### src/pulse_link_defines.svh
// timing counts and table constants for the pulse-count brightness link
`ifndef PULSE_LINK_DEFINES_SVH
`define PULSE_LINK_DEFINES_SVH

`define CLK_SYS_MHZ 25
// off timeout in microseconds and its cycle count (longest time, round down)
`define OFF_TIMEOUT_US 500
`define OFF_TIMEOUT_CYC (`OFF_TIMEOUT_US * `CLK_SYS_MHZ)
// soft-start interval in microseconds and its cycle count
`define SOFT_START_US 400
`define SOFT_START_CYC (`SOFT_START_US * `CLK_SYS_MHZ)
// fastest edge rate in kHz; host half period in cycles (least time, round up)
`define EDGE_RATE_KHZ 1000
`define HALF_PERIOD_CYC ((`CLK_SYS_MHZ * 1000 + 2 * `EDGE_RATE_KHZ - 1) / (2 * `EDGE_RATE_KHZ))
// settle time after a burst before the level reaches the output, in cycles
`define SETTLE_CYC 32
// number of current settings
`define LEVEL_COUNT 32
`define LEVEL_MAX 5'h1F
`define LEVEL_MIN 5'h00

`endif

### src/pulse_link_pkg.sv
// types shared by both ends of the pulse-count brightness link
package pulse_link_pkg;
	// level code 0..31 stands for setting 1..32
	typedef logic [4:0] level_t;
	// output current in microamps
	typedef logic [14:0] current_ua_t;
	typedef enum logic [2:0] {
		DEV_OFF = 3'h1,
		DEV_HIGH = 3'h2,
		DEV_LOW = 3'h4
	} dev_state_t;
	typedef enum logic [2:0] {
		HOST_IDLE = 3'h1,
		HOST_LOW = 3'h2,
		HOST_HIGH = 3'h4
	} host_state_t;
endpackage : pulse_link_pkg

### src/pulse_link_if.sv
// the single enable/set pulse wire between host and device
`timescale 1ns/1ps
`default_nettype none
interface pulse_link_if;
	logic pulse;
	modport host_mp (output pulse);
	modport device_mp (input pulse);
endinterface : pulse_link_if
`default_nettype wire

### src/pulse_count_device.sv
// device end: counts pin edges and selects a logarithmic current level
`timescale 1ns/1ps
`default_nettype none
`include "pulse_link_defines.svh"
module pulse_count_device (
	// clock and reset
	input wire logic clk_sys_i,
	input wire logic arst_n_i,
	// link
	pulse_link_if.device_mp link,
	// user side
	output logic enabled_o,
	output logic pump_on_o,
	output logic pump_ready_o,
	output pulse_link_pkg::level_t level_o,
	output pulse_link_pkg::current_ua_t current_ua_o
);
	import pulse_link_pkg::*;

	localparam logic [13:0] OFF_CYC = 14'(`OFF_TIMEOUT_CYC);
	localparam logic [13:0] SS_CYC = 14'(`SOFT_START_CYC);
	localparam logic [5:0] SETTLE = 6'(`SETTLE_CYC);

	// table current in microamps for each code
	function automatic current_ua_t level_current(input level_t lv);
		case (lv)
			5'h00: level_current = 15'h0225; // 549
			5'h01: level_current = 15'h0273; // 627
			5'h02: level_current = 15'h02C2; // 706
			5'h03: level_current = 15'h0310; // 784
			5'h04: level_current = 15'h035F; // 863
			5'h05: level_current = 15'h03FC; // 1020
			5'h06: level_current = 15'h044A; // 1098
			5'h07: level_current = 15'h04E7; // 1255
			5'h08: level_current = 15'h0584; // 1412
			5'h09: level_current = 15'h0621; // 1569
			5'h0A: level_current = 15'h070C; // 1804
			5'h0B: level_current = 15'h07A9; // 1961
			5'h0C: level_current = 15'h08E3; // 2275
			5'h0D: level_current = 15'h09CE; // 2510
			5'h0E: level_current = 15'h0B08; // 2824
			5'h0F: level_current = 15'h0C41; // 3137
			5'h10: level_current = 15'h0DC9; // 3529
			5'h11: level_current = 15'h0FA0; // 4000
			5'h12: level_current = 15'h1177; // 4471
			5'h13: level_current = 15'h139C; // 5020
			5'h14: level_current = 15'h160F; // 5647
			5'h15: level_current = 15'h18D1; // 6353
			5'h16: level_current = 15'h1B93; // 7059
			5'h17: level_current = 15'h1EF2; // 7922
			5'h18: level_current = 15'h22ED; // 8941
			5'h19: level_current = 15'h2737; // 10039
			5'h1A: level_current = 15'h2BD0; // 11216
			5'h1B: level_current = 15'h3153; // 12627
			5'h1C: level_current = 15'h3726; // 14118
			5'h1D: level_current = 15'h3DE3; // 15843
			5'h1E: level_current = 15'h458C; // 17804
			default: level_current = 15'h4E20; // 20000
		endcase
	endfunction : level_current

	typedef struct packed {
		logic sync1;
		logic sync2;
		logic pin_d;
		dev_state_t state;
		level_t count;
		logic [13:0] low_cnt;
		logic [13:0] ss_cnt;
		logic [5:0] settle_cnt;
		logic enabled;
		logic pump_on;
		logic pump_ready;
		level_t level;
		current_ua_t current_ua;
	} dev_regs_t;

	dev_regs_t st_r;
	dev_regs_t st_nxt;
	logic rise;

	// a rising edge seen after the two-stage synchroniser
	assign rise = st_r.sync2 & ~st_r.pin_d;

	// next-state logic for the whole device
	always_comb begin
		st_nxt = st_r;
		st_nxt.sync1 = link.pulse;
		st_nxt.sync2 = st_r.sync1;
		st_nxt.pin_d = st_r.sync2;
		case (st_r.state)
			DEV_OFF: begin
				if (rise) begin
					st_nxt.state = DEV_HIGH;
					st_nxt.count = `LEVEL_MIN;
					st_nxt.enabled = 1'b1;
					st_nxt.pump_on = 1'b1;
					st_nxt.ss_cnt = '0;
					st_nxt.settle_cnt = '0;
				end
			end
			DEV_HIGH: begin
				// pin stays high: level is held indefinitely
				if (!st_r.sync2) begin
					st_nxt.state = DEV_LOW;
					st_nxt.low_cnt = '0;
				end
			end
			default: begin
				if (rise) begin
					st_nxt.state = DEV_HIGH;
					// wrap from the top setting back to the lowest
					st_nxt.count = st_r.count + 5'h01;
					st_nxt.settle_cnt = '0;
				end else if (st_r.low_cnt == OFF_CYC - 14'h0001) begin
					st_nxt.state = DEV_OFF;
					st_nxt.count = `LEVEL_MIN;
					st_nxt.enabled = 1'b0;
					st_nxt.pump_on = 1'b0;
					st_nxt.pump_ready = 1'b0;
					st_nxt.level = `LEVEL_MIN;
					st_nxt.current_ua = '0;
				end else begin
					st_nxt.low_cnt = st_r.low_cnt + 14'h0001;
				end
			end
		endcase
		// soft-start runs alongside counting, edges are never blocked
		if (st_r.pump_on && !st_r.pump_ready && st_nxt.pump_on) begin
			if (st_r.ss_cnt == SS_CYC - 14'h0001) begin
				st_nxt.pump_ready = 1'b1;
			end else begin
				st_nxt.ss_cnt = st_r.ss_cnt + 14'h0001;
			end
		end
		// a burst must go quiet before the output follows the count,
		// so intermediate settings never reach the current sources
		if (st_r.enabled && st_nxt.enabled && !rise) begin
			if (st_r.settle_cnt == SETTLE - 6'h01) begin
				st_nxt.level = st_r.count;
				st_nxt.current_ua = level_current(st_r.count);
			end else begin
				st_nxt.settle_cnt = st_r.settle_cnt + 6'h01;
			end
		end
	end

	// state register
	always_ff @(posedge clk_sys_i or negedge arst_n_i) begin
		if (!arst_n_i) begin
			st_r <= '{state: DEV_OFF, default: '0};
		end else begin
			st_r <= st_nxt;
		end
	end

	assign enabled_o = st_r.enabled;
	assign pump_on_o = st_r.pump_on;
	assign pump_ready_o = st_r.pump_ready;
	assign level_o = st_r.level;
	assign current_ua_o = st_r.current_ua;
endmodule : pulse_count_device
`default_nettype wire

### src/flat_wrapper.sv
// flat-port wrapper written by rule: the top's interface ports become plain ports
module pulse_count_device_flat import pulse_link_pkg::*;
  (clk_sys_i, arst_n_i, enabled_o, pump_on_o, pump_ready_o, level_o, current_ua_o, link_pulse);
  pulse_link_if link_i ();
  input wire logic clk_sys_i;
  input wire logic arst_n_i;
  output logic enabled_o;
  output logic pump_on_o;
  output logic pump_ready_o;
  output pulse_link_pkg::level_t level_o;
  output pulse_link_pkg::current_ua_t current_ua_o;
  input wire logic [$bits(link_i.pulse)-1:0] link_pulse;
  assign link_i.pulse = link_pulse;
  pulse_count_device u_core (.clk_sys_i(clk_sys_i), .arst_n_i(arst_n_i), .link(link_i), .enabled_o(enabled_o), .pump_on_o(pump_on_o), .pump_ready_o(pump_ready_o), .level_o(level_o), .current_ua_o(current_ua_o));
endmodule
### config.mk
export PLATFORM = sky130hd
export DESIGN_NAME = pulse_count_device_flat
export DESIGN_NICKNAME = d
export VERILOG_FILES = /design/src/pulse_link_pkg.sv /design/src/pulse_link_if.sv /design/src/pulse_count_device.sv /design/src/flat_wrapper.sv
export VERILOG_INCLUDE_DIRS = /design/src
export SDC_FILE = /design/constraint.sdc
export NUM_CORES = 1
export LEC_CHECK = 0
export BUFFER_PORTS_ARGS = -buffer_cell sky130_fd_sc_hd__buf_4
export CAP_MARGIN = 40
export CELL_PAD_IN_SITES_DETAIL_PLACEMENT = 0
export CELL_PAD_IN_SITES_GLOBAL_PLACEMENT = 1
export CORE_MARGIN = 5
export CORE_UTILIZATION = 30
export DETAILED_ROUTE_END_ITERATION = 10
export PLACE_DENSITY_LB_ADDON = 0.1
export SLEW_MARGIN = 40
export SYNTH_ARGS = -nofsm -noshare
export SYNTH_HDL_FRONTEND = slang
export SYNTH_SLANG_ARGS = --single-unit
### constraint.sdc
create_clock -name clk_sys_i -period 6.3 [get_ports clk_sys_i]
set_input_delay 0 -clock clk_sys_i [delete_from_list [all_inputs] [get_ports clk_sys_i]]
set_output_delay 0 -clock clk_sys_i [all_outputs]
set_load 0.05 [all_outputs]
==> results.ini, run 1 <==
[run_status]
outcome = finished clean

[yosys]
async_flop_share = 1.000
synth_ff_type = dfrtp_1
yosysUniqueCellTypes = 62
ys.warnings.count = 0
synth_common_cells = 67 x dfrtp_1, 48 x nand2_1, 37 x nand3_1
yosys-top-cells-area = dfrtp_1 40%, nand3_1 4.4%, nand2_1 4.3%, buf_4 3.9%, o21ai_0 3.9%
synth_top_cell_by_area = dfrtp_1
netlist.area_leader.share = 0.3989
netlist_area_um2 = 4203
yosys_register_bits = 68
syn_nets = 487
syn_area_per_cell_um2 = 8.904
ys_seq_area_frac = 0.4052
netlist_instances = 472
synth_edf_count = 0
yosysMostFrequentCell = dfrtp_1

[cells_and_area]
layoutNonFillerInstCount = 651
final_nets = 481
nFillCells = 1426
antennaDiodeCount = 0
syn_to_final_growth_pct = 13.69
drive_above_1_share = 0.1423

[grt]
grt_max_degree = 69
grt_pass1_wl_um = 17930
grt_use_met2 = 0.1925
grt_pass1_vias = 3281
top_usage_layer = met1
grtUsageMet3 = 0.03404
antenna_found_initial = 0
grt_overflow = 0
grt_usage = 0.1380
use_met1 = 0.2075

[drt]
ant_nets = 0
vias = 3343
via_per_inst = 5.135
wl_per_cell_um = 16.57
dr.pass1.iters = 5
drtIter0Drc = 259
drc = 0
routed_wl_um = 10780

[placed_design]
io_buffers = 25
dpl.cell_count = 633
dp_slack_ns = 3.264
hpwlAfterDp_um = 7454
place.gp.congestion = 0.7942

[timing]
hold_violations = 0
worst_slew_pin_slew_ns = 0.7814
slew_headroom = 0.4747
fin_crit_sh = 0.4403
rsz0062_at_grt = false
fin_crit_ns = 2.774
finClkSkew_ns = 0.003693
hold_slack_ns = 0.2319
slew_violations = 0
fmax_ghz = 0.3605
fin_tns_setup_ns = 0
setup_viol_count_final = 0
setup_ws_ns = 3.526

[setup_path]
crit_start = u_core.st_r[46]
end_kind = flop
endpoint = u_core.st_r[60]
rrSetupSlack_ns = 3.53
startpoint_type = flop
arrival_ns = 2.99
path_max_fanout = 11
r2r_start = u_core.st_r[46]
rr_endpoint = u_core.st_r[60]
crit_type = reg -> reg
required_ns = 6.52
ff2ff_path_depth = 6

[floorplanning]
die_w_um = 128.4
design.die.area_um2 = 16480
rows = 43
start_util = 0.3040
die_h_um = 128.4
coreArea_um2 = 13830
io_pins = 26

[clock_tree]
cts_tree = built
cts_resized = 0
postCtsHoldBufs = 2
cts_buffer_depth = 2
clk_pin_slew_ns = 0.06
cts-buffers-inserted = 9
cts_setup_buffers = 0
clock_latency_ns = 0.34
cts.htree.levels = 3
cts_root_buffer = clkbuf_16
cts.sinks = 68

[flow_run]
maxCapViolCount = 0

[min_path]
min_path_type = in -> async

[pwr]
p_leak_nw = 2.064
power_density_nw_per_um2 = 296.0
max-vdd-ir-drop_mv = 0.1189

-- per-stage QoR --
step / area, um2 / power [mW] / utilization
floorplan: 4203 / 0.7035 / -
global placement: 4373 / 0.7853 / 0.3163
detailed placement: 4377 / 0.7822 / 0.3165
CTS: 4771 / 1.436 / 0.3450
global route: 4778 / 1.493 / 0.3456
finish: 4778 / 1.414 / 0.3456
-- layer usage --
layer | part of all wire | vias to the layer above | routed length [um]
met3 | 0.033 | 12 | 361
li1 | - | 1667 | -
met2 | 0.43 | 47 | 4599
met1 | 0.53 | 1617 | 5680
met5 | 0 | - | 0
met4 | 0.013 | 0 | 142
-- critical path, stage by stage (launching register included) --
cell     delay, ns
dfrtp_1       0.44
or4b_1        0.58
nor4_2        0.73
a21oi_1       0.14
buf_4         0.21
or2_1         0.27
o41ai_1       0.28
-- logic make-up (layout without fill, tap and decap cells) --
kind of cell | count (synthesis) | in the layout | share of synthesized area
flip-flops | 68 | 68 | 0.4052
AND/OR/NAND/NOR | 190 | 190 | 0.2307
buffers and inverters | 60 | 59 | 0.07562
adder cells (fa/ha/maj) | 12 | 12 | 0.03572
multiplexers | 16 | 16 | 0.04793
XOR/XNOR | 13 | 13 | 0.02709
AO/OA/AOI/OAI | 113 | 113 | 0.1777
-- flip-flops by register name (all words and copies together) (netlist names) --
name,count
u_core.level_o,5
u_core.enabled_o,1
u_core.pump_ready_o,1
u_core.current_ua_o,15
u_core.st_nxt,2
u_core.pump_on_o,1
u_core.st_r,43
-- how the worst min path moves through the flow --
stage               startpoint                      to  slack [ns]  cells past startpoint
floorplan             arst_n_i  u_core.current_ua_o[0]       -0.30                      0
global placement    link_pulse       u_core.st_nxt[66]        0.11                      1
detailed placement    arst_n_i         u_core.st_r[42]        0.07                      1
CTS                   arst_n_i         u_core.st_r[35]        0.27                      2
global route          arst_n_i         u_core.st_r[42]        0.33                      2
finish                arst_n_i         u_core.st_r[39]        0.23                      2
-- layout make-up --
cell class,instances,area (um2),area share
Clock buffer,10,239.0,0.05001
Multi-Input combinational cell,344,2188,0.4580
Timing Repair Buffer,31,241.5,0.05054
Clock inverter,6,135.1,0.02828
Tap cell,180,225.2,0.04713
Sequential cell,68,1704,0.3566
Inverter,12,45.04,0.009427
-- placed cells by master, fill, tap and decap left out, types with 4 or more instances in the layout --
master      n
dfrtp_1    66
nor3_1      7
nor2_1     35
clkbuf_16   9
inv_1      12
o21ai_0    33
o21a_1      4
nand2b_1   10
ha_1       12
mux2i_1    10
xnor2_1     8
a22o_1      6
and3_1      9
bufinv_16   4
xor2_1      5
nand4_1     8
o31ai_1     4
nand2_1    47
a211oi_1    4
nor2b_1     5
nand3_1    37
nor4_1      6
o211ai_1    5
a21oi_1    22
buf_4      28
a21boi_0    5
o22ai_1     4
a31oi_1     6
-- report_power, final --
part / internal [mW] / total [mW] / switching (mW)
Combinational: 0.104 / 0.270 / 0.167
Clock: 0.437 / 0.636 / 0.199
Sequential: 0.462 / 0.508 / 0.0463
No activity file was read; power rests on OpenSTA's default activity.
==> run 2: changes to the inputs <==
- ABC_AREA: unset -> 1
- clock period: 6.3 -> 2.7 ns (I/O delays scaled with it)
==> results.ini, run 2 <==
[run_status]
outcome = finished clean

[clock_tree]
cts.htree.levels = 3  ; unchanged
cts_resized = 0  ; unchanged
postCtsHoldBufs = 2  ; unchanged
cts.sinks = 68  ; unchanged
cts_root_buffer = clkbuf_16
cts-buffers-inserted = 9  ; unchanged
cts_tree = built
clk_pin_slew_ns = 0.06  ; about the same
cts_buffer_depth = 2  ; unchanged
cts_setup_buffers = 0  ; unchanged
clock_latency_ns = 0.34  ; about the same

[timing]
worst_slew_pin_slew_ns = 0.6598  ; -0.1216 ns
setup_viol_count_final = 0  ; unchanged
fin_crit_ns = 2.034  ; -0.7396 ns
slew_headroom = 0.5601  ; +0.08539
slew_violations = 0  ; unchanged
hold_violations = 0  ; unchanged
rsz0062_at_grt = false
finClkSkew_ns = 0.005260  ; +0.001568 ns
fin_crit_sh = 0.7534  ; +0.3131
fmax_ghz = 0.4916  ; +36%
fin_tns_setup_ns = 0  ; unchanged

[cells_and_area]
syn_to_final_growth_pct = 11.71
nFillCells = 1668  ; +17%
final_cell_mix = 202 x nand2_1, 67 x dfrtp_1, 56 x nor2_1
final_common_cell = nand2_1
antennaDiodeCount = 0  ; unchanged
post-route-cell-area_um2 = 5263  ; +10%
largest-register = u_core.st_r
largest_register_ffs = 43  ; unchanged
final_nets = 664  ; +38%
drive_above_1_share = 0.1560  ; +0.01371

[floorplanning]
die_w_um = 135.3  ; +5.4%
coreArea_um2 = 15310  ; +11%
io_pins = 26  ; unchanged
start_util = 0.3076  ; +0.003644
die_h_um = 135.3  ; +5.4%
rows = 45  ; +4.7%
design.die.area_um2 = 18310  ; +11%

[grt]
antenna_found_initial = 0  ; unchanged
grt_pass1_vias = 3932  ; +20%
grt_pass1_wl_um = 20460  ; +14%
grt_usage = 0.1384  ; +0.0004110
grt_overflow = 0  ; unchanged
grt_max_degree = 69  ; unchanged

[drt]
routed_wl_um = 12040  ; +12%
ant_nets = 0  ; unchanged
dr.pass1.iters = 5  ; unchanged
drtIter0Drc = 279  ; +7.7%
vias = 4083  ; +22%
via_per_inst = 4.720  ; -8.1%
wl_per_cell_um = 13.92  ; -16%
drc = 0  ; unchanged

[setup_path]
worstPathCellList = inv_1, nand3b_4, nand2_1, inv_2, nand2_4, nand2_4, nor2_8, nand2_1, o21ai_2
slowest_delay_ns = 0.48  ; -0.25 ns
path_max_fanout = 35  ; +24
path_depth = 9  ; +3
arrival_ns = 2.30  ; -0.69 ns
ff2ff_path_depth = 9  ; +3
crit_type = reg -> reg
cpLargestDelayFamily = simple AND/OR/NAND/NOR gates
startpoint_type = flop
slowest_stage = nor2_8
end_kind = flop
rrSetupSlack_ns = 0.67  ; -2.86 ns
crit_buf_inv = 2  ; +1
required_ns = 2.97  ; -3.55 ns

[yosys]
netlist_area_um2 = 4711  ; +12%
synth_common_cells = 202 x nand2_1, 67 x dfrtp_1, 56 x nor2_1
async_flop_share = 1.000  ; unchanged
ys_seq_area_frac = 0.3615  ; -0.04369
netlist.area_leader.share = 0.3559  ; -0.04302
syn_area_per_cell_um2 = 7.281  ; -18%
ys.warnings.count = 0  ; unchanged
synth_ff_type = dfrtp_1
yosys-top-cells-area = dfrtp_1 36%, nand2_1 16%, o21ai_2 6.1%, nand3_1 5.3%, o21ai_0 4.8%
yosys_register_bits = 68  ; unchanged
yosysUniqueCellTypes = 37  ; -40%
yosysMostFrequentCell = nand2_1
synth_top_cell_by_area = dfrtp_1
synth_edf_count = 0  ; unchanged
netlist_instances = 647  ; +37%
syn_nets = 662  ; +36%

[placed_design]
place.gp.congestion = 0.8666  ; +9.1%
hpwlAfterDp_um = 8413  ; +13%
io_buffers = 25  ; unchanged
postPlaceCellArea_um2 = 4910  ; +12%

[min_path]
min_path_type = in -> async

[pwr]
max-vdd-ir-drop_mv = 0.3032  ; +150%
power_mw = 3.635  ; +160%
power_density_nw_per_um2 = 690.7  ; +130%
p_leak_nw = 2.439  ; +18%

[flow_run]
maxCapViolCount = 0  ; unchanged

run 2: metal layers:
metal	up-vias	wire length, um	track usage	share of wire
met2	70	5491	0.2185	0.46
met1	1924	6056	0.1904	0.50
li1	2081	-	-	-
met4	0	87	0.03024	0.0072
met5	-	0	0	0
met3	8	403	0.03678	0.033
run 2: layout make-up:
| cell class | instances | area, um2 | area share |
|---|---|---|---|
| sequential | 68 | 1703 | 0.3236 |
| multi-input combinational | 483 | 2509 | 0.4767 |
| tap | 211 | 264.0 | 0.05017 |
| inverter | 56 | 212.7 | 0.04042 |
| clock buffer | 11 | 232.7 | 0.04422 |
| timing repair buffer | 31 | 241.5 | 0.04589 |
| clock inverter | 5 | 100.1 | 0.01902 |
run 2: final timing paths:
kind,from,to
max in group asynchronous,arst_n_i,u_core.st_r[41]
min in group clk_sys_i,link_pulse,u_core.st_nxt[66]
worst max register to register,u_core.st_r[64],u_core.level_o[0]
worst max-delay path,u_core.st_r[64],u_core.level_o[0]
worst min-delay path,arst_n_i,u_core.st_r[23]
worst min register to register,u_core.st_nxt[66],u_core.st_nxt[65]
run 2: per-stage QoR:
stage,hold WS [ns],std cells,util,worst slack [ns]
detailed placement,0.07171,847,0.3206,0.6098
finish,0.2559,865,0.3436,0.6657
floorplan,-0.2956,647,-,1.072
global route,0.3250,865,0.3436,0.4543
CTS,0.2793,865,0.3436,0.5961
global placement,0.1121,847,0.3203,0.6101
run 2: logic make-up after synthesis:
kind of cell,synth area share
xor+xnor,0.03161
buf+inv,0.1060
fa+ha+maj,0.03187
flops,0.3615
compound gates,0.1424
simple gates,0.3267
run 2: worst reg2reg max path, delay by kind of cell (launching register included):
family                 cells  cell delay (ns)
and+or+nand+nor            6             1.30
AOI/OAI and AO/OA          1             0.09
DFF                        1             0.36
buffers and inverters      2             0.22
run 2: report_power, final:
part / internal (mW) / switching [mW]
clock: 0.900 / 0.466
combinational: 0.326 / 0.777
sequential: 1.09 / 0.0800
total: 2.31 / 1.32
==> run 3: changes to the inputs <==
- clock period: 2.7 -> 2.05 ns (I/O delays scaled with it)
==> results.ini, run 3 (synthesis gave the netlist of run 2 again) <==
[setup_path]
arrival_ns = 2.04  ; -0.26 ns
startpoint_type = flop
path_max_fanout = 18  ; -49%
end_kind = flop
worstPathCellList = ha_1, nand3_1, nor3_2, inv_1, nor2_8, nand2_1, o21ai_2
slowest_delay_ns = 0.40  ; -0.08 ns
required_ns = 2.32  ; -0.65 ns
crit_type = reg -> reg
slowest_stage = dfrtp_1
cpLargestDelayFamily = simple AND/OR/NAND/NOR gates
crit_buf_inv = 1  ; -1
rrSetupSlack_ns = 0.28  ; -0.39 ns

[timing]
fmax_ghz = 0.5636  ; +15%
fin_crit_ns = 1.774  ; -0.2599 ns
finClkSkew_ns = 0.007951  ; +0.002691 ns
setup_ws_ns = 0.2756  ; -0.3901 ns
fin_tns_setup_ns = 0  ; unchanged
worst_slew_pin_slew_ns = 0.5597  ; -0.1001 ns
fin_crit_sh = 0.8656  ; +0.1121
slew_violations = 0  ; unchanged
slew_headroom = 0.6268  ; +0.06672
rsz0062_at_grt = false
hold_violations = 0  ; unchanged
setup_viol_count_final = 0  ; unchanged

[drt]
top_layer = met4
via_per_inst = 4.644  ; -1.6%
dr.pass1.iters = 4  ; -1
route.met3.wl_um = 271  ; -33%
wl_met2_um = 5564  ; +1.3%
wl_per_cell_um = 14.12  ; +1.4%
drc = 0  ; unchanged
drtIter0Drc = 292  ; +4.7%
ant_nets = 0  ; unchanged
routed_wl_um = 12410  ; +3.1%
met1_length_um = 6380  ; +5.4%
vias = 4082  ; -0.024%

[pwr]
p_leak_nw = 2.516  ; +3.2%
max-vdd-ir-drop_mv = 0.4550  ; +50%
power_density_nw_per_um2 = 934.6  ; +35%
power_mw = 5.064  ; +39%

[cells_and_area]
final_nets = 678  ; +2.1%
seq_area_um2 = 1703  ; unchanged
drive_above_1_share = 0.1751  ; +0.01919
largest-register = u_core.st_r
largest_register_ffs = 43  ; unchanged
final_cell_mix = 202 x nand2_1, 67 x dfrtp_1, 56 x nor2_1
nFillCells = 1678  ; +0.60%
layoutNonFillerInstCount = 879  ; +1.6%
fin_util = 0.3538  ; +0.01021
syn_to_final_growth_pct = 15.03
final_common_cell = nand2_1
multiInputGateArea_um2 = 2525  ; +0.65%
antennaDiodeCount = 0  ; unchanged

[placed_design]
place.gp.congestion = 0.8024  ; -7.4%
dp_slack_ns = 0.07711  ; -0.5327 ns
dpl.cell_count = 859  ; +1.4%
io_buffers = 25  ; unchanged
hpwlAfterDp_um = 8922  ; +6.0%

[grt]
grt_overflow = 0  ; unchanged
antenna_found_initial = 0  ; unchanged
grt_pass1_vias = 4064  ; +3.4%
grt_usage = 0.1412  ; +0.002853
grt_pass1_wl_um = 20730  ; +1.3%
grt_max_degree = 40  ; -42%

[floorplanning]
rows = 45  ; unchanged
die_h_um = 135.3  ; unchanged
design.die.area_um2 = 18310  ; unchanged
start_util = 0.3076  ; unchanged
io_pins = 26  ; unchanged
coreArea_um2 = 15310  ; unchanged
die_w_um = 135.3  ; unchanged

[clock_tree]
cts.sinks = 68  ; unchanged
clock_latency_ns = 0.34  ; about the same
cts_root_buffer = clkbuf_16
cts.htree.levels = 3  ; unchanged
cts_buffer_depth = 2  ; unchanged
cts-buffers-inserted = 9  ; unchanged
clk_pin_slew_ns = 0.06  ; about the same
cts_tree = built

[flow_run]
maxCapViolCount = 0  ; unchanged

[min_path]
min_path_type = in -> async

[run_status]
outcome = finished clean

[run 3: cell types whose count changed in the layout (fill, tap and decap cells not counted)]
cell / before / now
clkbuf_8: 0 / 1
clkinv_2: 2 / 0
bufinv_16: 3 / 4
nand3_1: 50 / 49
buf_4: 28 / 41
nor2_4: 2 / 3
buf_6: 1 / 0
nand3_2: 3 / 4
buf_12: 0 / 1
[run 3: what timing repair did]
item                                    in CTS  in global routing
hold endpoints to repair                    37                  0
hold buffers                                 2                  0
setup buffers                                0                  1
endpoints found under the setup margin       0                 17
gates resized for setup                      0                  1
[run 3: worst reg2reg max path, stage by stage (launching register included)]
cell and delay [ns]:
dfrtp_1 0.40, ha_1 0.20, nand3_1 0.13, nor3_2 0.21, inv_1 0.26, nor2_8 0.32
nand2_1 0.13, o21ai_2 0.07
[run 3: final cells by class]
class                           count  area share
Clock buffer                       12     0.04549
Multi-Input combinational cell    484      0.4659
Clock inverter                      4     0.02217
Inverter                           56     0.03925
Tap cell                          211     0.04872
Sequential cell                    68      0.3142
Timing Repair Buffer               44     0.06419
[run 3: power breakdown]
| part | leakage (nW) | internal, mW | switching (mW) | total (mW) |
|---|---|---|---|---|
| registers | 0.925 | 1.43 | 0.0644 | 1.49 |
| clock network | 0.177 | 1.35 | 0.620 | 1.97 |
| logic | 1.41 | 0.500 | 1.10 | 1.60 |
| total | 2.52 | 3.28 | 1.79 | 5.06 |
[run 3: per-layer routing]
| layer | up-vias | GRT usage |
|---|---|---|
| li1 | 2118 | - |
| met1 | 1904 | 0.2019 |
| met2 | 47 | 0.2149 |
| met3 | 13 | 0.02452 |
| met4 | 0 | 0.04871 |
| met5 | - | 0 |
[run 3: final timing paths]
kind | cells past startpoint | start | end
setup / recovery | 7 | u_core.st_r[23] | u_core.current_ua_o[8]
hold / removal | 2 | arst_n_i | u_core.st_r[24]
setup reg to reg | 7 | u_core.st_r[23] | u_core.current_ua_o[8]
hold reg to reg | 0 | u_core.st_nxt[66] | u_core.st_nxt[65]
max in group asynchronous | 3 | arst_n_i | u_core.level_o[3]
min in group clk_sys_i | 2 | link_pulse | u_core.st_nxt[66]
[run 3: per-stage QoR]
step	hold slack [ns]	area, um2
floorplan	-0.2956	4711
global placement	0.02758	4996
detailed placement	0.03281	4996
CTS	0.2097	5383
global route	0.2517	5419
finish	0.1907	5419
